[src/rtl/blr_pkg.sv]
// shared constants, types and decode helpers for the backlight ramp control
package blr_pkg;

  // clock
  localparam int CLK_PERIOD_NS = 40;

  // register offsets
  localparam logic [7:0] OFS_BOOST     = 8'h00;
  localparam logic [7:0] OFS_AF_THRESH = 8'h01;
  localparam logic [7:0] OFS_PWM_CFG   = 8'h02;
  localparam logic [7:0] OFS_SS_RAMP   = 8'h03;
  localparam logic [7:0] OFS_RT_RAMP   = 8'h04;
  localparam logic [7:0] OFS_RAMP_SEL  = 8'h05;
  localparam logic [7:0] OFS_FS_A      = 8'h06;
  localparam logic [7:0] OFS_BRT_A_LSB = 8'h08;
  localparam logic [7:0] OFS_BANK_EN   = 8'h0C;
  localparam logic [7:0] OFS_STATUS    = 8'h0D;
  localparam logic [7:0] OFS_CUR_A     = 8'h0E;

  // field positions
  localparam int BOOST_FSEL_BIT = 0;
  localparam int BOOST_AUTO_BIT = 3;
  localparam int PWM_EN_A_BIT   = 0;
  localparam int PWM_POL_BIT    = 2;
  localparam int PWM_ZDIS_BIT   = 3;

  // reset values
  localparam logic [7:0] RST_BOOST     = 8'h00;
  localparam logic [7:0] RST_AF_THRESH = 8'h00;
  localparam logic [7:0] RST_PWM_CFG   = 8'h00;
  localparam logic [7:0] RST_SS_RAMP   = 8'h00;
  localparam logic [7:0] RST_RT_RAMP   = 8'h00;
  localparam logic [7:0] RST_RAMP_SEL  = 8'h00;
  localparam logic [4:0] RST_FS        = 5'h10;

  // timing
  localparam int          PWM_MIN_PULSE_NS  = 750;
  localparam logic [4:0]  PWM_MIN_CYC       =
    5'((PWM_MIN_PULSE_NS + CLK_PERIOD_NS - 1) / CLK_PERIOD_NS);
  localparam int          RAMP_UNIT_NS      = 2000;
  localparam logic [23:0] RAMP_UNIT_CYC_DEF = 24'(RAMP_UNIT_NS / CLK_PERIOD_NS);

  // ramp phase of one bank
  typedef enum logic [1:0] {
    RP_IDLE  = 2'b00,
    RP_START = 2'b01,
    RP_STOP  = 2'b10,
    RP_RUN   = 2'b11
  } blr_phase_e;

  // register port request
  typedef struct packed {
    logic [7:0] addr;
    logic [7:0] wdata;
    logic       wr;
    logic       rd;
  } blr_bus_s;

  // per-bank drive to the current sink
  typedef struct packed {
    logic        gate;
    logic [10:0] code;
    logic [15:0] level;
  } blr_drive_s;

  // offset of a bank brightness register
  function automatic logic [7:0] brt_ofs(input int b, input logic msb);
    brt_ofs = 8'(OFS_BRT_A_LSB + 2 * b + int'(msb));
  endfunction : brt_ofs

endpackage : blr_pkg

[src/rtl/blr_pwm_cond.sv]
// pwm input conditioner: polarity and near-zero pulse rejection
`timescale 1ns/100ps
module blr_pwm_cond (
  // clock and reset
  input  wire logic clk,
  input  wire logic reset_n,
  input  wire logic ce,
  // pwm pin and settings
  input  wire logic pwm_in,
  input  wire logic active_low,
  input  wire logic zdet_dis,
  // conditioned level
  output logic      lvl_q
);
  import blr_pkg::*;

  logic       act;
  logic [4:0] cnt_q, cnt_d;
  logic       zero_q, zero_d;
  logic       lvl_d;

  // next state of pulse width counter and zero flag
  always_comb begin
    act    = pwm_in ^ active_low;
    cnt_d  = act ? ((cnt_q == 5'h1F) ? cnt_q : 5'(cnt_q + 5'h01)) : 5'h00;
    zero_d = zero_q;
    if (zdet_dis) begin
      zero_d = 1'b0;
    end else if (!act && cnt_q != 5'h00) begin
      zero_d = (cnt_q < PWM_MIN_CYC);
    end else if (act && cnt_q >= PWM_MIN_CYC) begin
      zero_d = 1'b0;
    end
    lvl_d = act && (zdet_dis || !zero_q || cnt_q >= PWM_MIN_CYC);
  end

  // registers
  always_ff @(posedge clk) begin
    if (!reset_n) begin
      cnt_q  <= 5'h00;
      zero_q <= 1'b0;
      lvl_q  <= 1'b0;
    end else if (ce) begin
      cnt_q  <= cnt_d;
      zero_q <= zero_d;
      lvl_q  <= lvl_d;
    end
  end
endmodule : blr_pwm_cond

[src/rtl/blr_ramp_ctrl.sv]
// backlight brightness, ramp and boost frequency control
// Operation
// - auto frequency mode, enabled by boost control bit 3, overrides fixed select
// - compare 8-bit threshold with top 8 brightness code bits
// - code bits above threshold select 1 MHz
// - code bits at or below threshold select 500 kHz
// - bank current from full scale, 11-bit code, and duty when enabled
// - in 8-bit use the device steps the 3 low bits while ramping
// - low write held; new code applied only on high register write
// - pwm enable chosen per bank A or B
// - pwm disabled bank uses duty factor of one
// - current linear in duty, full duty gives code times full scale
// - selectable active-low pwm polarity follows low time
// - after near-zero pwm, ignore pulses until one exceeds minimum; bit 3 disables
// - 16 start-up and 16 shutdown ramp times, shared by banks
// - start-up from enable to set point, shutdown from disable to zero
// - 16 run-time ramp-up and ramp-down times, global
// - ramp select 00 own roles, 01 start/stop times everywhere, 1x instant for run-time changes, start/stop still ramp
`timescale 1ns/100ps
module blr_ramp_ctrl #(
  parameter logic [23:0] RAMP_UNIT_CYC = blr_pkg::RAMP_UNIT_CYC_DEF
) (
  // clock and reset
  input  wire logic                   clk,
  input  wire logic                   reset_n,
  input  wire logic                   ce,
  // register port
  input  wire blr_pkg::blr_bus_s      bus,
  output logic [7:0]                  rdata_q,
  // pwm pin
  input  wire logic                   pwm_pin,
  // boost and current sinks
  output logic                        freq_1mhz_q,
  output blr_pkg::blr_drive_s [1:0]   drive_q
);
  import blr_pkg::*;

  logic [7:0]  boost_q, boost_d;
  logic [7:0]  thresh_q, thresh_d;
  logic [7:0]  pwmcfg_q, pwmcfg_d;
  logic [7:0]  ssramp_q, ssramp_d;
  logic [7:0]  rtramp_q, rtramp_d;
  logic [7:0]  rsel_q, rsel_d;
  logic [1:0]  en_q, en_d;
  logic [1:0]  en_prev_q;
  logic [4:0]  fs_q [2];
  logic [4:0]  fs_d [2];
  logic [2:0]  lsb_q [2];
  logic [2:0]  lsb_d [2];
  logic [10:0] tgt_q [2];
  logic [10:0] tgt_d [2];
  logic [10:0] cur_q [2];
  logic [10:0] cur_d [2];
  logic [10:0] goal [2];
  logic [23:0] cnt_q [2];
  logic [23:0] cnt_d [2];
  blr_phase_e  phase_q [2];
  blr_phase_e  phase_d [2];
  logic [7:0]  rdata_d;
  logic        freq_d;
  logic [7:0]  top8;
  blr_drive_s [1:0] drive_d;
  logic        pwm_lvl;

  // pwm conditioning
  blr_pwm_cond u_pwm (
    .clk        (clk),
    .reset_n    (reset_n),
    .ce         (ce),
    .pwm_in     (pwm_pin),
    .active_low (pwmcfg_q[PWM_POL_BIT]),
    .zdet_dis   (pwmcfg_q[PWM_ZDIS_BIT]),
    .lvl_q      (pwm_lvl)
  );

  // register writes and brightness latching
  always_comb begin
    boost_d  = boost_q;
    thresh_d = thresh_q;
    pwmcfg_d = pwmcfg_q;
    ssramp_d = ssramp_q;
    rtramp_d = rtramp_q;
    rsel_d   = rsel_q;
    en_d     = en_q;
    for (int b = 0; b < 2; b++) begin
      fs_d[b]  = fs_q[b];
      lsb_d[b] = lsb_q[b];
      tgt_d[b] = tgt_q[b];
    end
    if (bus.wr) begin
      case (bus.addr)
        OFS_BOOST:     boost_d  = bus.wdata;
        OFS_AF_THRESH: thresh_d = bus.wdata;
        OFS_PWM_CFG:   pwmcfg_d = bus.wdata;
        OFS_SS_RAMP:   ssramp_d = bus.wdata;
        OFS_RT_RAMP:   rtramp_d = bus.wdata;
        OFS_RAMP_SEL:  rsel_d   = bus.wdata;
        OFS_BANK_EN:   en_d     = bus.wdata[1:0];
        default:       en_d     = en_q;
      endcase
      for (int b = 0; b < 2; b++) begin
        if (bus.addr == 8'(OFS_FS_A + b)) begin
          fs_d[b] = bus.wdata[4:0];
        end
        if (bus.addr == brt_ofs(b, 1'b0)) begin
          lsb_d[b] = bus.wdata[2:0];
        end
        if (bus.addr == brt_ofs(b, 1'b1)) begin
          tgt_d[b] = {bus.wdata, lsb_q[b]};
        end
      end
    end
  end

  // ramp engine per bank
  always_comb begin
    logic       up;
    logic       inst;
    logic [3:0] idx;
    logic [23:0] period;
    up     = 1'b0;
    inst   = 1'b0;
    idx    = 4'h0;
    period = 24'h000000;
    for (int b = 0; b < 2; b++) begin
      goal[b]    = en_q[b] ? tgt_q[b] : 11'h000;
      cur_d[b]   = cur_q[b];
      cnt_d[b]   = cnt_q[b];
      phase_d[b] = phase_q[b];
      if (en_q[b] && !en_prev_q[b]) begin
        phase_d[b] = RP_START;
        cnt_d[b]   = 24'h000000;
      end else if (!en_q[b] && en_prev_q[b]) begin
        phase_d[b] = RP_STOP;
        cnt_d[b]   = 24'h000000;
      end else if (cur_q[b] == goal[b]) begin
        phase_d[b] = RP_IDLE;
      end else if (phase_q[b] == RP_IDLE) begin
        phase_d[b] = RP_RUN;
      end
      up = goal[b] > cur_q[b];
      case (phase_d[b])
        RP_START, RP_STOP: idx = up ? ssramp_q[7:4] : ssramp_q[3:0];
        RP_RUN: begin
          if (rsel_q[2*b] && !rsel_q[2*b+1]) begin
            idx = up ? ssramp_q[7:4] : ssramp_q[3:0];
          end else begin
            idx = up ? rtramp_q[7:4] : rtramp_q[3:0];
          end
        end
        default: idx = 4'h0;
      endcase
      inst   = rsel_q[2*b+1] && phase_d[b] == RP_RUN;
      period = RAMP_UNIT_CYC << idx;
      if (cur_q[b] != goal[b]) begin
        if (inst) begin
          cur_d[b] = goal[b];
          cnt_d[b] = 24'h000000;
        end else if (24'(cnt_q[b] + 24'h000001) >= period) begin
          cnt_d[b] = 24'h000000;
          cur_d[b] = up ? 11'(cur_q[b] + 11'h001) : 11'(cur_q[b] - 11'h001);
        end else begin
          cnt_d[b] = 24'(cnt_q[b] + 24'h000001);
        end
      end else begin
        cnt_d[b] = 24'h000000;
      end
    end
  end

  // boost frequency, sink drive and read data
  always_comb begin
    top8 = (cur_q[0][10:3] > cur_q[1][10:3]) ? cur_q[0][10:3] : cur_q[1][10:3];
    if (boost_q[BOOST_AUTO_BIT]) begin
      freq_d = top8 > thresh_q;
    end else begin
      freq_d = boost_q[BOOST_FSEL_BIT];
    end
    for (int b = 0; b < 2; b++) begin
      drive_d[b].gate  = pwmcfg_q[PWM_EN_A_BIT + b] ? pwm_lvl : 1'b1;
      drive_d[b].code  = cur_q[b];
      drive_d[b].level = {5'h00, cur_q[b]} * {11'h000, fs_q[b]};
    end
    rdata_d = 8'h00;
    if (bus.rd) begin
      case (bus.addr)
        OFS_BOOST:     rdata_d = boost_q;
        OFS_AF_THRESH: rdata_d = thresh_q;
        OFS_PWM_CFG:   rdata_d = pwmcfg_q;
        OFS_SS_RAMP:   rdata_d = ssramp_q;
        OFS_RT_RAMP:   rdata_d = rtramp_q;
        OFS_RAMP_SEL:  rdata_d = rsel_q;
        OFS_BANK_EN:   rdata_d = {6'h00, en_q};
        OFS_STATUS:    rdata_d = {4'h0, pwm_lvl, cur_q[1] != goal[1],
                                  cur_q[0] != goal[0], freq_1mhz_q};
        8'h06:         rdata_d = {3'h0, fs_q[0]};
        8'h07:         rdata_d = {3'h0, fs_q[1]};
        8'h08:         rdata_d = {5'h00, lsb_q[0]};
        8'h09:         rdata_d = tgt_q[0][10:3];
        8'h0A:         rdata_d = {5'h00, lsb_q[1]};
        8'h0B:         rdata_d = tgt_q[1][10:3];
        OFS_CUR_A:     rdata_d = cur_q[0][10:3];
        8'h0F:         rdata_d = cur_q[1][10:3];
        default:       rdata_d = 8'h00;
      endcase
    end
  end

  // registers
  always_ff @(posedge clk) begin
    if (!reset_n) begin
      boost_q     <= RST_BOOST;
      thresh_q    <= RST_AF_THRESH;
      pwmcfg_q    <= RST_PWM_CFG;
      ssramp_q    <= RST_SS_RAMP;
      rtramp_q    <= RST_RT_RAMP;
      rsel_q      <= RST_RAMP_SEL;
      en_q        <= 2'h0;
      en_prev_q   <= 2'h0;
      rdata_q     <= 8'h00;
      freq_1mhz_q <= 1'b0;
      drive_q     <= '0;
      for (int b = 0; b < 2; b++) begin
        fs_q[b]    <= RST_FS;
        lsb_q[b]   <= 3'h0;
        tgt_q[b]   <= 11'h000;
        cur_q[b]   <= 11'h000;
        cnt_q[b]   <= 24'h000000;
        phase_q[b] <= RP_IDLE;
      end
    end else if (ce) begin
      boost_q     <= boost_d;
      thresh_q    <= thresh_d;
      pwmcfg_q    <= pwmcfg_d;
      ssramp_q    <= ssramp_d;
      rtramp_q    <= rtramp_d;
      rsel_q      <= rsel_d;
      en_q        <= en_d;
      en_prev_q   <= en_q;
      rdata_q     <= rdata_d;
      freq_1mhz_q <= freq_d;
      drive_q     <= drive_d;
      for (int b = 0; b < 2; b++) begin
        fs_q[b]    <= fs_d[b];
        lsb_q[b]   <= lsb_d[b];
        tgt_q[b]   <= tgt_d[b];
        cur_q[b]   <= cur_d[b];
        cnt_q[b]   <= cnt_d[b];
        phase_q[b] <= phase_d[b];
      end
    end
  end
endmodule : blr_ramp_ctrl

[config.mk]
export PLATFORM = sky130hd
export DESIGN_NAME = blr_ramp_ctrl
export DESIGN_NICKNAME = d
export VERILOG_FILES = /design/src/rtl/blr_pkg.sv /design/src/rtl/blr_pwm_cond.sv /design/src/rtl/blr_ramp_ctrl.sv
export SDC_FILE = /design/constraint.sdc
export NUM_CORES = 1
export LEC_CHECK = 0
export ABC_AREA = 1
export ABC_CLOCK_PERIOD_IN_PS = 4800
export BUFFER_PORTS_ARGS = -buffer_cell sky130_fd_sc_hd__buf_4
export CORE_UTILIZATION = 39
export CTS_BUF_LIST = sky130_fd_sc_hd__clkbuf_4 sky130_fd_sc_hd__clkbuf_8
export CTS_CLUSTER_DIAMETER = 120
export DETAILED_ROUTE_END_ITERATION = 16
export PLACE_DENSITY = 0.66
export SKIP_LAST_GASP = 1
export SLEW_MARGIN = 20
export SYNTH_ARGS = -nofsm -noshare
export SYNTH_HDL_FRONTEND = slang
export SYNTH_HIERARCHICAL = 1
export SYNTH_SLANG_ARGS = --single-unit
export TNS_END_PERCENT = 50
[constraint.sdc]
create_clock -name clk -period 4.8 [get_ports clk]
set_clock_uncertainty 0.15 [all_clocks]
set_input_delay 1.44 -clock clk [delete_from_list [all_inputs] [get_ports clk]]
set_output_delay 1.44 -clock clk [all_outputs]
set_load 0.005 [all_outputs]
# After elaboration in Yosys (flattened, before gate mapping)

Memory sizes are Yosys's and may differ from the RTL's.
Index checks and enable logic that the tools add are counted.

Multipliers: 2
Bitwise operators: 13
Equality and inequality tests: 27
Reductions and logical operators: 37
$lt $le $gt $ge: 8
Shift-type cells: 2
Add/subtract/negate cells: 7
Muxes and demuxes: 68

Operators by type and width:

| kind                  | count |
|---|---|
| $mux 24               | 8 |
| $mux 11               | 16 |
| $pmux 8 s16           | 1 |
| $eq 8x4->1 const B    | 8 |
| $add 24x1->24 const B | 2 |
| $ge 24x24->1          | 2 |
| $shl 6x4->24 const A  | 2 |
| $eq 8x3->1 const B    | 4 |
| $mul 11x5->16         | 2 |
| $mux 5                | 6 |
| $mux 4                | 6 |
| $add 11x1->11 const B | 2 |
| $eq 11x11->1          | 2 |
| $gt 11x11->1          | 2 |
| $mux 22               | 1 |
| $ne 11x11->1          | 2 |
| $sub 11x1->11 const B | 2 |
| $reduce_and 3->1      | 7 |
| $mux 2                | 10 |
| $eq 8x2->1 const B    | 2 |
| $gt 8x8->1            | 2 |
| $mux 8                | 2 |
| $pmux 4 s2            | 2 |
| $mux 3                | 4 |
| 22 further kinds      | 67 |

RAM bits: 112
Logic and storage cells: 189
Register bits: 124
Output and inout bits: 65
Input bits: 22
Memories: 6

Memory list:

| name    | words | width | rd ports | clocked after Yosys merged registers in | wr ports | RTL line            | text |
|---|---|---|---|---|---|---|---|
| cnt_q   | 2     | 24    | 2        | 0                                       | 2        | blr_ramp_ctrl.sv:55 | `logic [23:0] cnt_q [2];` |
| cur_q   | 2     | 11    | 2        | 0                                       | 2        | blr_ramp_ctrl.sv:52 | `logic [10:0] cur_q [2];` |
| tgt_q   | 2     | 11    | 2        | 0                                       | 2        | blr_ramp_ctrl.sv:50 | `logic [10:0] tgt_q [2];` |
| fs_q    | 2     | 5     | 2        | 0                                       | 2        | blr_ramp_ctrl.sv:46 | `logic [4:0] fs_q [2];` |
| lsb_q   | 2     | 3     | 2        | 0                                       | 2        | blr_ramp_ctrl.sv:48 | `logic [2:0] lsb_q [2];` |
| phase_q | 2     | 2     | 2        | 0                                       | 2        | blr_ramp_ctrl.sv:57 | `blr_phase_e phase_q [2];` |

# Longest topological paths before layout

Gate-level depths: netlist of the first run.

Depth in word-level cells: 14
Depth in mapped cells: 36
Mapped depth without buffers: 34

# Modules after synthesis

Netlist of the first run, hierarchy kept.

Modules (own cells, without submodules):

| module        | seq. area each (µm²) | instances | area each (µm²) | cells an instance |
|---|---|---|---|---|
| blr_ramp_ctrl | 5,705.5              | 1         | 17,658.2        | 2,355 |
| blr_pwm_cond  | 140.1                | 1         | 461.7           | 72 |

# Worst setup path after synthesis of the first run

Ideal clock, no wire load.

Kind: register to register
Start point: register, netlist name en_q[1]
End point: memory cur_q[1][0], in the netlist cur_q[0][11], enable pin
Path slack: 0.038 ns
Arrival: 4.267 ns
Data required time: 4.305 ns
Buffers on the path: 2
Clock period less this slack: 4.762 ns
Stages on the path, launching flop included: 34
Cells stage by stage: dfxtp_1 clkbuf_1 nand2_1 inv_1 ha_1 nand2_1 inv_1 nand2_2 nor2_4 nand2_1 buf_2 o211ai_1 nand2_1 inv_1 ha_1 a21o_1 o211ai_1 a21oi_1 inv_1 ha_1 inv_1 nand2_1 nand3_1 ha_1 nand2_1 nor4_1 nand2_1 nand2_1 nand2_1 nand2_1 nand2_1 nand3_1 nand2_1 nand2_1

RTL lines:

| element       | RTL line |
|---|---|
| end, declared | blr_ramp_ctrl.sv:52 |

==> metrics.txt, run 1 <==
# TYPE chip_impl_metric gauge
chip_impl_info{name="run_status",value="finished, final reports clean"} 1
chip_impl_metric{name="worst_setup_hold_path_clk_slew",unit="ns"} 0.06
chip_impl_metric{name="r2r.worst_path.cells",unit=""} 35
chip_impl_info{name="synth.cells.most_frequent",value="sky130_fd_sc_hd__nand2_1, sky130_fd_sc_hd__inv_1, sky130_fd_sc_hd__o21ai_0"} 1
chip_impl_info{name="worstHoldEndpoint",value="drive_q[44]"} 1
chip_impl_info{name="hp-class",value="reg -> reg"} 1
chip_impl_metric{name="reg2reg_setup_slack",unit="ns"} 0.13
chip_impl_metric{name="fraction_of_synthesized_cell_area_taken_by_the_top_area_cell_type",unit="%"} 18.56
chip_impl_metric{name="net-switching-power",unit="W"} 0.003142
chip_impl_metric{name="per_cell_routed_wire_length",unit="um"} 16.48
chip_impl_metric{name="grt_antenna_before_repair",unit=""} 1
chip_impl_metric{name="timing.critical_path.arrival",unit="ns"} 4.83
chip_impl_metric{name="switching_share",unit="%"} 39.16
chip_impl_metric{name="setup_slack",unit="ns"} 0.1331
chip_impl_metric{name="synth_simple_gate_area_share",unit="%"} 25.42
chip_impl_metric{name="slew_headroom",unit="%"} 39.81
chip_impl_metric{name="post-route-drc-count",unit=""} 0
chip_impl_info{name="post-synth-top-count-cell",value="sky130_fd_sc_hd__nand2_1"} 1
chip_impl_info{name="worst_r2r_startpoint",value="en_q[0]"} 1
chip_impl_metric{name="worst_hold_path.num_cells",unit=""} 2
chip_impl_metric{name="place_worst_setup_slack",unit="ns"} -0.04881
chip_impl_metric{name="routed_wirelength",unit="um"} 53150
chip_impl_metric{name="slew_violations",unit=""} 0
chip_impl_metric{name="synthXorXnorAreaFrac",unit="%"} 2.127
chip_impl_metric{name="area_delta_synth_final",unit="%"} 19.29
chip_impl_metric{name="vias_per_cell",unit=""} 5.189
chip_impl_info{name="critical_path_class",value="reg -> reg"} 1
chip_impl_metric{name="first_global_vias",unit=""} 15890
chip_impl_metric{name="fmax",unit="MHz"} 214.3
chip_impl_metric{name="synth_cell_types",unit=""} 57
chip_impl_metric{name="critical_path.max_fanout",unit=""} 6
chip_impl_info{name="clock_tree.root_cell",value="sky130_fd_sc_hd__clkbuf_8"} 1
chip_impl_metric{name="power_density",unit="nW/um^2"} 371.1
chip_impl_metric{name="syn_avg_cell_area",unit="sq um"} 7.466
chip_impl_metric{name="layout.cells.non_filler",unit=""} 3226
chip_impl_metric{name="grt_overflow",unit=""} 0
chip_impl_metric{name="fp.dieArea",unit="sq um"} 47330
chip_impl_metric{name="ys_ff_latch",unit=""} 236
chip_impl_metric{name="detailed_route_iter0_violations",unit=""} 1509
chip_impl_metric{name="syn_inst",unit=""} 2427
chip_impl_info{name="yosys.area.top_type",value="sky130_fd_sc_hd__edfxtp_1"} 1
chip_impl_metric{name="num_vias",unit=""} 16740
chip_impl_metric{name="fraction_of_layout_instances_using_a_drive_strength_above_1",unit="%"} 18.29
chip_impl_metric{name="cts_sinks",unit=""} 236
chip_impl_info{name="cell_types_with_the_largest_area_share_after_synthesis",value="sky130_fd_sc_hd__edfxtp_1, sky130_fd_sc_hd__dfxtp_1, sky130_fd_sc_hd__nand2_1, sky130_fd_sc_hd__ha_1, sky130_fd_sc_hd__inv_1"} 1
chip_impl_metric{name="design.core.area",unit="sq um"} 45580
chip_impl_info{name="clock_tree_from_tritoncts",value="built"} 1
chip_impl_metric{name="starting_density",unit="%"} 39.76
chip_impl_metric{name="floorplan.die.height",unit="um"} 217.6
chip_impl_metric{name="groute.usage.overall",unit="%"} 22.04
chip_impl_metric{name="grt_first_pass_wirelength",unit="um"} 82990
chip_impl_metric{name="final_min_period_over_clock_period",unit="%"} 97.23
chip_impl_metric{name="netlist_area",unit="sq um"} 18120
chip_impl_metric{name="rows",unit=""} 78
chip_impl_metric{name="clkPwrFrac",unit="%"} 26.6
chip_impl_metric{name="cts-htree-levels",unit=""} 2
chip_impl_metric{name="layout_min_cycle_time",unit="ns"} 4.667
chip_impl_metric{name="intPower",unit="W"} 0.004880
chip_impl_metric{name="async_reset_ff_share",unit="%"} 0
chip_impl_metric{name="yosys-mux-area-fraction",unit="%"} 0
chip_impl_info{name="worstHoldStart",value="drive_q[44]"} 1
chip_impl_info{name="timing.critical_path.mode_cell",value="sky130_fd_sc_hd__nand2_2"} 1
chip_impl_metric{name="power_leakage",unit="nW"} 10.62
chip_impl_metric{name="detailedRoute.firstPassIterationCount",unit=""} 5
chip_impl_metric{name="share_seq_of_total_power",unit="%"} 30.6
chip_impl_info{name="setup.worst_path.start_class",value="flip-flop"} 1
chip_impl_info{name="critPathCaptureType",value="flip-flop"} 1
chip_impl_metric{name="setup_viol",unit=""} 0
chip_impl_info{name="synth_top_family_by_area",value="simple AND/OR/NAND/NOR gates"} 1
chip_impl_metric{name="hpwlAfterDp",unit="um"} 40260
chip_impl_metric{name="post_synth_edffs",unit=""} 112
chip_impl_metric{name="worst_skew_late_latency",unit="ns"} 0.62
chip_impl_info{name="synth_ff_type",value="sky130_fd_sc_hd__dfxtp_1"} 1
chip_impl_metric{name="seq_area_frac_synth",unit="%"} 32.26
chip_impl_metric{name="route.antenna.remaining_nets",unit=""} 0
chip_impl_metric{name="synth.yosys.warnings",unit=""} 6
chip_impl_info{name="cpMaxStageDelayCell",value="sky130_fd_sc_hd__dfxtp_4"} 1
chip_impl_metric{name="irDropWorstVdd",unit="uV"} 183.2
chip_impl_metric{name="synth_compound_gate_area_share",unit="%"} 12.37
chip_impl_metric{name="placedCellCount",unit=""} 3119
chip_impl_metric{name="clock_path_buffers",unit=""} 3
chip_impl_metric{name="numCtsBuffers",unit=""} 41
chip_impl_metric{name="share_comb_of_total_power",unit="%"} 42.7
chip_impl_metric{name="i_o_pin_cnt",unit=""} 87
chip_impl_metric{name="gpl.final_weighted_congestion",unit=""} 0.9109
chip_impl_metric{name="cp_data_required_time",unit="ns"} 4.96
chip_impl_metric{name="max_cap_violations",unit=""} 0
chip_impl_metric{name="die_width",unit="um"} 217.6
chip_impl_metric{name="synth_fa_ha_area_share",unit="%"} 17.30
chip_impl_metric{name="max_stage_delay",unit="ns"} 0.38
chip_impl_metric{name="final_hold_viol_count",unit=""} 0
chip_impl_metric{name="grt_max_degree",unit=""} 61
chip_impl_metric{name="worstMarginPinSlew",unit="ns"} 0.8968
chip_impl_metric{name="nNetsFinal",unit=""} 2832
chip_impl_info{name="crit-reg2reg-capture",value="cur_q[0][5]"} 1
chip_impl_metric{name="io_buffers",unit=""} 86
cell usage in the layout (no fill, tap or decap), drive strengths merged, types with 11 or more instances in the layout:
master	count
nand2	630
inv	414
nor2	193
buf	180
o21ai	173
a21oi	165
ha	161
nand3	133
dfxtp	124
edfxtp	112
clkbuf	60
fa	56
xor2	33
nand4	31
nor3	27
o22ai	15
nand3b	14
clkinv	14
xnor2	11
area by class of cell:
class	instances	area (sq um)
Antenna cell	1	2.502
Inverter	419	1577
Fill cell	4409	23960
Multi-Input combinational cell	1713	11020
Clock inverter	16	181.4
Sequential cell	236	5853
Clock buffer	59	755.7
Timing Repair inverter	1	7.507
Timing Repair Buffer	181	1465
Tap cell	600	750.7
repair_timing:
action,CTS,global route
setup endpoints to repair,42,64
buffers inserted,0,28
hold buffers,0,0
resized for setup,2,146
gates cloned,0,3
pin swaps,0,59
metrics by stage:
stage	total power [W]	setup TNS (ns)	area, sq um	hold slack [ns]	util (%)
after global placement	0.005660	0	19740	0.2867	43.32
after detailed placement	0.005732	-0.5395	19740	0.2898	43.32
final	0.008022	0	21610	0.2989	47.42
after floorplan	0.004699	0	18140	0.2745	-
after CTS	0.007886	0	20680	0.3028	45.38
after global routing	0.008643	-1.687	21610	0.3212	47.42
power by group through the flow:
stage               Clock (W)  Combinational (W)  Sequential [W]
global route          0.00226            0.00390         0.00248
CTS                   0.00217            0.00326         0.00245
global placement            0            0.00317         0.00249
detailed placement          0            0.00324         0.00250
finish                0.00214            0.00343         0.00246
floorplan                   0            0.00219         0.00251
registers in the layout, summed over array words and instances, names as in the netlist, 5 cells and up:
name         cells
boost_q          8
cnt_q           48
cur_q           22
drive_q         56
fs_q            10
lsb_q            6
pwmcfg_q         8
rdata_q          8
rsel_q           8
rtramp_q         8
ssramp_q         8
tgt_q           22
thresh_q         8
u_pwm/cnt_q      5
worst max-delay path, delay by kind of cell, from the launching register on:
family          cells  cell delay [ns]
simple gates       21             1.69
fa+ha+maj           4             0.96
buf+inv             7             0.70
compound gates      3             0.48
flops               1             0.38
worst max path at each step:
| stage | from | cells past startpoint | to | slack, ns |
|---|---|---|---|---|
| floorplan | en_q[1] | 33 | cur_q[0][11] | 0.04 |
| global placement | en_q[1] | 32 | cur_q[0][16] | 0.17 |
| detailed placement | en_q[1] | 32 | cur_q[0][16] | -0.05 |
| CTS | tgt_q[0][17] | 32 | cur_q[0][21] | 0.07 |
| global route | en_q[0] | 35 | cur_q[0][4] | -0.11 |
| finish | en_q[0] | 35 | cur_q[0][5] | 0.13 |
metal layers:
layer | wire length (um) | up-vias | share of wire, % | GRT usage (%)
li1 | - | 8194 | - | -
met1 | 23620 | 7933 | 44 | 30.30
met2 | 24390 | 529 | 46 | 35.21
met3 | 3878 | 85 | 7.3 | 3.501
met4 | 1264 | 0 | 2.4 | 7.042
met5 | 0 | - | 0 | 0
kinds of logic after synthesis:
group | Yosys count
flip-flops | 236
buffers and inverters | 483
adder cells (fa/ha/maj) | 217
other | 1
AO/OA/AOI/OAI | 409
AND/OR/NAND/NOR | 1037
XOR/XNOR | 44
(Power assumes the default switching activity.)
==> run 2: changes to the inputs <==
Settings changed: CORE_ASPECT_RATIO from default to 1.2, SYNTH_HIERARCHICAL 1 to default.
==> metrics.txt, run 2 <==
# TYPE chip_impl_metric gauge
chip_impl_info{name="run_status",value="finished, final reports clean"} 1
chip_impl_info{name="largest_register",value="drive_q"} 1
chip_impl_metric{name="worst_skew_late_latency",unit="ns"} 0.62
chip_impl_metric{name="gpl.final_weighted_congestion",unit=""} 0.9341
chip_impl_info{name="worstHoldStart",value="drive_q[41]"} 1
chip_impl_info{name="timing.critical_path.mode_cell",value="sky130_fd_sc_hd__nand2_1"} 1
chip_impl_metric{name="grt_max_degree",unit=""} 66
chip_impl_info{name="critPathCaptureType",value="flip-flop"} 1
chip_impl_info{name="critical_path_class",value="reg -> reg"} 1
chip_impl_metric{name="groute.usage.overall",unit="%"} 22.74
chip_impl_metric{name="fraction_of_layout_instances_using_a_drive_strength_above_1",unit="%"} 17.37
chip_impl_info{name="worst_r2r_startpoint",value="en_q[0]"} 1
chip_impl_metric{name="r2r.worst_path.cells",unit=""} 33
chip_impl_metric{name="rows",unit=""} 85
chip_impl_metric{name="post-route-drc-count",unit=""} 0
chip_impl_metric{name="per_cell_routed_wire_length",unit="um"} 16.51
chip_impl_metric{name="postCtsHoldBufs",unit=""} 0
chip_impl_info{name="synth_ff_type",value="sky130_fd_sc_hd__dfxtp_1"} 1
chip_impl_metric{name="final_core_utilization",unit="%"} 47.91
chip_impl_metric{name="syn_avg_cell_area",unit="sq um"} 7.433
chip_impl_metric{name="cts_sinks",unit=""} 236
chip_impl_metric{name="placedCellCount",unit=""} 3156
chip_impl_metric{name="async_reset_ff_share",unit="%"} 0
chip_impl_metric{name="layout.cells.non_filler",unit=""} 3252
chip_impl_metric{name="routed_wirelength",unit="um"} 53680
chip_impl_info{name="top_layer",value="met4"} 1
chip_impl_metric{name="grt_antenna_before_repair",unit=""} 1
chip_impl_metric{name="netlist_area",unit="sq um"} 17870
chip_impl_info{name="setup.worst_path.start_class",value="flip-flop"} 1
chip_impl_info{name="yosys.area.top_type",value="sky130_fd_sc_hd__edfxtp_1"} 1
chip_impl_metric{name="starting_density",unit="%"} 39.72
chip_impl_metric{name="area_delta_synth_final",unit="%"} 20.61
chip_impl_metric{name="timing.setup.tns",unit="ns"} 0
chip_impl_metric{name="placedInstanceArea",unit="sq um"} 19930
chip_impl_metric{name="max_cap_violations",unit=""} 0
chip_impl_metric{name="io_buffers",unit=""} 86
chip_impl_metric{name="irDropWorstVdd",unit="uV"} 248.5
chip_impl_metric{name="syn_inst",unit=""} 2404
chip_impl_info{name="crit-reg2reg-capture",value="cur_q[0][7]"} 1
chip_impl_metric{name="final_min_period_over_clock_period",unit="%"} 99.05
chip_impl_info{name="layout.cells.most_common",value="sky130_fd_sc_hd__nand2_1"} 1
chip_impl_metric{name="met2_length",unit="um"} 26890
chip_impl_metric{name="finalHoldWorstSlack",unit="ns"} 0.3028
chip_impl_info{name="rsz_0062_raised_after_global_routing",value="yes"} 1
chip_impl_metric{name="layout_min_cycle_time",unit="ns"} 4.754
chip_impl_metric{name="clock_path_buffers",unit=""} 3
chip_impl_metric{name="slew_violations",unit=""} 0
chip_impl_metric{name="power_density",unit="nW/um^2"} 377.2
chip_impl_metric{name="fraction_of_synthesized_cell_area_taken_by_the_top_area_cell_type",unit="%"} 18.82
chip_impl_metric{name="floorplan.die.height",unit="um"} 236.5
chip_impl_metric{name="cts-htree-levels",unit=""} 2
chip_impl_metric{name="design.core.area",unit="sq um"} 44990
chip_impl_info{name="hp-class",value="reg -> reg"} 1
chip_impl_info{name="post-synth-top-count-cell",value="sky130_fd_sc_hd__nand2_1"} 1
chip_impl_metric{name="num_vias",unit=""} 16620
chip_impl_metric{name="critical_path.max_fanout",unit=""} 6
chip_impl_metric{name="largest_reg_flops",unit=""} 56
chip_impl_metric{name="route.antenna.remaining_nets",unit=""} 0
chip_impl_metric{name="vias_per_cell",unit=""} 5.112
chip_impl_metric{name="die_width",unit="um"} 197.4
chip_impl_metric{name="setup_viol",unit=""} 0
chip_impl_metric{name="cp_data_required_time",unit="ns"} 5.03
chip_impl_metric{name="first_global_vias",unit=""} 16160
chip_impl_metric{name="fp.dieArea",unit="sq um"} 46680
chip_impl_metric{name="post_synth_edffs",unit=""} 112
chip_impl_metric{name="ys_ff_latch",unit=""} 236
chip_impl_metric{name="grt_overflow",unit=""} 0
chip_impl_metric{name="wirelength_met1",unit="um"} 21900
chip_impl_metric{name="grt_first_pass_wirelength",unit="um"} 83940
chip_impl_metric{name="worst_setup_hold_path_clk_slew",unit="ns"} 0.06
chip_impl_metric{name="met3_length",unit="um"} 2380
chip_impl_metric{name="timing.critical_path.arrival",unit="ns"} 4.98
chip_impl_metric{name="hpwlAfterDp",unit="um"} 41050
chip_impl_info{name="top_regs",value="drive_q: 56 flops, cnt_q: 48 flops"} 1
chip_impl_info{name="cell_types_with_the_largest_area_share_after_synthesis",value="sky130_fd_sc_hd__edfxtp_1, sky130_fd_sc_hd__dfxtp_1, sky130_fd_sc_hd__nand2_1, sky130_fd_sc_hd__ha_1, sky130_fd_sc_hd__inv_1"} 1
chip_impl_info{name="cpMaxStageDelayCell",value="sky130_fd_sc_hd__dfxtp_4"} 1
chip_impl_metric{name="numCtsBuffers",unit=""} 43
chip_impl_info{name="synth.cells.most_frequent",value="sky130_fd_sc_hd__nand2_1, sky130_fd_sc_hd__inv_1, sky130_fd_sc_hd__ha_1"} 1
chip_impl_metric{name="reg2reg_setup_slack",unit="ns"} 0.05
chip_impl_metric{name="seq_area_frac_synth",unit="%"} 32.71
chip_impl_info{name="layout.cells.most_common_list",value="sky130_fd_sc_hd__nand2_1, sky130_fd_sc_hd__inv_1, sky130_fd_sc_hd__buf_4"} 1
chip_impl_metric{name="slew_headroom",unit="%"} 43.90
chip_impl_metric{name="detailed_route_iter0_violations",unit=""} 1080
chip_impl_metric{name="synth_cell_types",unit=""} 51
chip_impl_metric{name="final_hold_viol_count",unit=""} 0
chip_impl_metric{name="worst_hold_path.num_cells",unit=""} 2
chip_impl_info{name="clock_tree_from_tritoncts",value="built"} 1
chip_impl_metric{name="synth.yosys.warnings",unit=""} 0
chip_impl_metric{name="detailedRoute.firstPassIterationCount",unit=""} 6
chip_impl_info{name="endpoint",value="cur_q[0][7]"} 1
chip_impl_metric{name="max_stage_delay",unit="ns"} 0.38
chip_impl_metric{name="worstMarginPinSlew",unit="ns"} 0.8384
chip_impl_metric{name="fmax",unit="MHz"} 210.3
chip_impl_metric{name="nNetsFinal",unit=""} 2848
chip_impl_info{name="worst_setup_path_startpoint",value="en_q[0]"} 1
chip_impl_metric{name="post-route-cell-area",unit="sq um"} 21550
chip_impl_metric{name="power_leakage",unit="nW"} 10.75
chip_impl_info{name="clock_tree.root_cell",value="sky130_fd_sc_hd__clkbuf_8"} 1
chip_impl_metric{name="i_o_pin_cnt",unit=""} 87
-- run 2: how the worst min path moves through the flow --
| stage | to | slack [ns] |
|---|---|---|
| final | drive_q[41] | 0.30 |
| after global routing | rdata_q[6] | 0.33 |
| after CTS | drive_q[41] | 0.31 |
| after detailed placement | drive_q[41] | 0.29 |
| after global placement | drive_q[16] | 0.29 |
| after floorplan | u_pwm.zero_q | 0.28 |
-- run 2: critical path: cells and delay by family, from the launching register on --
family,cells,cell delay (ns)
buf+inv,7,0.82
fa+ha+maj,4,0.90
compound gates,7,0.85
simple gates,15,1.43
flops,1,0.38
-- run 2: through the flow --
step                setup slack (ns)  total power [W]
finish                       0.04562         0.008130
global route                 -0.2392         0.008715
CTS                          0.01974         0.008070
detailed placement           -0.2170         0.005767
global placement            -0.06199         0.005695
floorplan                  -0.005822         0.004663
-- run 2: layout make-up --
class                           count  area [sq um]
Fill cell                        4350         23440
Multi-Input combinational cell   1695         10620
Clock inverter                     11         141.4
Timing Repair Buffer              218          1745
Clock buffer                       67         865.8
Sequential cell                   236          5853
Antenna cell                        1         2.502
Tap cell                          609         762.0
Inverter                          415          1558
-- run 2: power by group --
group          internal (W)  total, W  switching, W  leakage, nW
combinational       0.00136   0.00342       0.00206         8.03
sequential          0.00232   0.00246      0.000139         2.19
clock               0.00131   0.00225      0.000939        0.526
total               0.00499   0.00813       0.00314         10.8
-- run 2: kinds of logic (layout without fill, tap and decap cells) --
group | after synthesis | after routing | share of synthesized area (%)
buf+inv | 478 | 711 | 10.38
other cells | 1 | 7 | 0.02099
simple gates | 1030 | 1030 | 24.75
flops | 236 | 236 | 32.71
compound gates | 398 | 398 | 12.42
xor+xnor | 44 | 44 | 2.157
fa+ha+maj | 217 | 217 | 17.55
-- run 2: timing repair --
item,CTS,global route
setup buffers,0,15
gates cloned,0,2
pin swaps,3,54
endpoints found under the setup margin,32,64
gates resized for setup,6,108
hold endpoints to repair,0,0
-- run 2: metal layers --
layer  GRT usage, %  vias up
li1               -     8208
met1          26.88     7904
met2          40.24      387
met3          3.361      125
met4          10.48        0
met5              0        -
==> run 3: changes to the inputs <==
Settings changed: CELL_PAD_IN_SITES_DETAIL_PLACEMENT from default to 1, CELL_PAD_IN_SITES_GLOBAL_PLACEMENT from default to 1, HOLD_SLACK_MARGIN from default to 0.15, PLACE_DENSITY 0.66 to 0.82.
==> metrics.txt, run 3 (synthesized netlist as in run 2, its figures left out) <==
# TYPE chip_impl_metric gauge
chip_impl_info{name="critical_path_class",value="reg -> reg"} 1
chip_impl_metric{name="gpl.final_weighted_congestion",unit=""} 0.9456
chip_impl_info{name="layout.cells.most_common_list",value="sky130_fd_sc_hd__nand2_1, sky130_fd_sc_hd__inv_1, sky130_fd_sc_hd__buf_4"} 1
chip_impl_info{name="layout.cells.most_common",value="sky130_fd_sc_hd__nand2_1"} 1
chip_impl_metric{name="grt_overflow",unit=""} 0
chip_impl_metric{name="fmax",unit="MHz"} 194.1
chip_impl_metric{name="postCtsHoldBufs",unit=""} 0
chip_impl_metric{name="floorplan.die.height",unit="um"} 236.5
chip_impl_metric{name="fraction_of_layout_instances_using_a_drive_strength_above_1",unit="%"} 19.75
chip_impl_metric{name="setup_slack",unit="ns"} -0.3526
chip_impl_metric{name="intPower",unit="W"} 0.004877
chip_impl_metric{name="place_worst_setup_slack",unit="ns"} -0.3594
chip_impl_info{name="largest_register",value="drive_q"} 1
chip_impl_info{name="run_status",value="finished, violations left"} 1
chip_impl_metric{name="grt_antenna_before_repair",unit=""} 1
chip_impl_info{name="setup.worst_path.start_class",value="flip-flop"} 1
chip_impl_metric{name="route.antenna.remaining_nets",unit=""} 0
chip_impl_metric{name="critical_path.max_fanout",unit=""} 6
chip_impl_metric{name="setup_viol",unit=""} 32
chip_impl_metric{name="first_global_vias",unit=""} 18630
chip_impl_metric{name="switching_share",unit="%"} 41.20
chip_impl_metric{name="i_o_pin_cnt",unit=""} 87
chip_impl_metric{name="starting_density",unit="%"} 39.72
chip_impl_metric{name="timing.setup.tns",unit="ns"} -8.980
chip_impl_metric{name="worstMarginPinSlew",unit="ns"} 0.9617
chip_impl_metric{name="detailed_route_iter0_violations",unit=""} 1100
chip_impl_metric{name="design.core.area",unit="sq um"} 44990
chip_impl_metric{name="timing.critical_path.arrival",unit="ns"} 5.31
chip_impl_info{name="top_regs",value="drive_q: 56 flops, cnt_q: 48 flops"} 1
chip_impl_info{name="clock_tree_from_tritoncts",value="built"} 1
chip_impl_metric{name="numCtsBuffers",unit=""} 43
chip_impl_metric{name="fp.dieArea",unit="sq um"} 46680
chip_impl_metric{name="worst_skew_late_latency",unit="ns"} 0.60
chip_impl_info{name="timing.critical_path.mode_cell",value="sky130_fd_sc_hd__nand2_1"} 1
chip_impl_metric{name="area_delta_synth_final",unit="%"} 23.01
chip_impl_metric{name="clock_path_buffers",unit=""} 3
chip_impl_metric{name="share_comb_of_total_power",unit="%"} 44.7
chip_impl_metric{name="groute.usage.overall",unit="%"} 26.44
chip_impl_metric{name="die_width",unit="um"} 197.4
chip_impl_metric{name="layout_min_cycle_time",unit="ns"} 5.153
chip_impl_metric{name="power_density",unit="nW/um^2"} 377.3
chip_impl_metric{name="final_min_period_over_clock_period",unit="%"} 107.3
chip_impl_metric{name="power_leakage",unit="nW"} 10.87
chip_impl_metric{name="slew_violations",unit=""} 0
chip_impl_metric{name="cp_data_required_time",unit="ns"} 4.96
chip_impl_info{name="rsz_0062_raised_after_global_routing",value="yes"} 1
chip_impl_metric{name="vias_per_cell",unit=""} 5.394
chip_impl_info{name="hp-class",value="reg -> reg"} 1
chip_impl_info{name="clock_tree.root_cell",value="sky130_fd_sc_hd__clkbuf_8"} 1
chip_impl_metric{name="post-route-drc-count",unit=""} 0
chip_impl_metric{name="grt_max_degree",unit=""} 66
chip_impl_metric{name="cts-htree-levels",unit=""} 2
chip_impl_metric{name="irDropWorstVdd",unit="uV"} 236.1
chip_impl_metric{name="grt_first_pass_wirelength",unit="um"} 97450
chip_impl_metric{name="per_cell_routed_wire_length",unit="um"} 19.95
chip_impl_metric{name="slew_headroom",unit="%"} 35.65
chip_impl_metric{name="routed_wirelength",unit="um"} 65510
chip_impl_info{name="cpMaxStageDelayCell",value="sky130_fd_sc_hd__edfxtp_1"} 1
chip_impl_metric{name="hpwlAfterDp",unit="um"} 46340
chip_impl_metric{name="largest_reg_flops",unit=""} 56
chip_impl_metric{name="worst_setup_hold_path_clk_slew",unit="ns"} 0.06
chip_impl_metric{name="rows",unit=""} 85
chip_impl_metric{name="num_vias",unit=""} 17710
chip_impl_metric{name="detailedRoute.firstPassIterationCount",unit=""} 6
chip_impl_metric{name="share_seq_of_total_power",unit="%"} 29.8
chip_impl_metric{name="clkPwrFrac",unit="%"} 25.5
chip_impl_metric{name="max_cap_violations",unit=""} 0
chip_impl_metric{name="max_stage_delay",unit="ns"} 0.41
chip_impl_metric{name="io_buffers",unit=""} 86
chip_impl_metric{name="final_hold_viol_count",unit=""} 0
chip_impl_info{name="failed_checks",value="negative setup slack"} 1
chip_impl_metric{name="nNetsFinal",unit=""} 2878
chip_impl_info{name="critPathCaptureType",value="flip-flop"} 1
chip_impl_metric{name="net-switching-power",unit="W"} 0.003416
chip_impl_metric{name="cts_sinks",unit=""} 236
==> run 3: power by group through the flow <==
| stage | sequential [W] | clock [W] | combinational, W |
|---|---|---|---|
| floorplan | 0.00251 | 0 | 0.00216 |
| global placement | 0.00249 | 0 | 0.00324 |
| detailed placement | 0.00250 | 0 | 0.00339 |
| CTS | 0.00246 | 0.00214 | 0.00346 |
| global route | 0.00249 | 0.00223 | 0.00410 |
| finish | 0.00247 | 0.00212 | 0.00371 |
==> run 3: stage by stage <==
step | instances | utilization, % | hold slack, ns | instance area, sq um | total power [W]
finish | 3284 | 48.86 | 0.3017 | 21980 | 0.008293
global route | 3284 | 48.86 | 0.3259 | 21980 | 0.008816
CTS | 3269 | 47.14 | 0.3051 | 21210 | 0.008061
detailed placement | 3147 | 44.16 | 0.2952 | 19870 | 0.005892
global placement | 3147 | 44.16 | 0.2882 | 19870 | 0.005730
floorplan | 2409 | - | 0.2805 | 17890 | 0.004663
==> run 3: layer usage <==
| layer | track usage, % | up-vias | routed length, um | share of wire, % |
|---|---|---|---|---|
| li1 | - | 8277 | - | - |
| met1 | 29.10 | 8740 | 24660 | 38 |
| met2 | 48.94 | 509 | 34620 | 53 |
| met3 | 3.575 | 187 | 2933 | 4.5 |
| met4 | 13.58 | 0 | 3302 | 5.0 |
| met5 | 0 | - | 0 | 0 |
==> run 3: path summary, 6_finish.rpt <==
| check | start | end | slack, ns | depth (start not counted) |
|---|---|---|---|---|
| max | tgt_q[0][4] | cur_q[0][8] | -0.35 | 34 |
| min | u_pwm.zero_q | u_pwm.zero_q | 0.30 | 2 |
| max reg2reg | tgt_q[0][4] | cur_q[0][8] | -0.35 | 34 |
| min reg2reg | u_pwm.zero_q | u_pwm.zero_q | 0.30 | 2 |
==> run 3: layout make-up <==
type / instances / area [sq um]
Clock inverter: 8 / 60.06
Antenna cell: 1 / 2.502
Inverter: 415 / 1558
Clock buffer: 72 / 865.8
Timing Repair Buffer: 248 / 2022
Multi-Input combinational cell: 1695 / 10860
Fill cell: 5602 / 23010
Tap cell: 609 / 762.0
Sequential cell: 236 / 5853
==> run 3: what timing repair did <==
action	4_1_cts	5_1_grt
endpoints found under the setup margin	64	65
buffers inserted	40	18
gates cloned	2	2
pin swaps	4	56
resized for setup	22	149
==> run 3: critical path: cells and delay by family, from the launching register on <==
| family | cells | cell delay, ns |
|---|---|---|
| compound gates | 4 | 0.55 |
| fa+ha+maj | 4 | 0.96 |
| simple gates | 20 | 2.16 |
| buf+inv | 6 | 0.58 |
| flops | 1 | 0.41 |
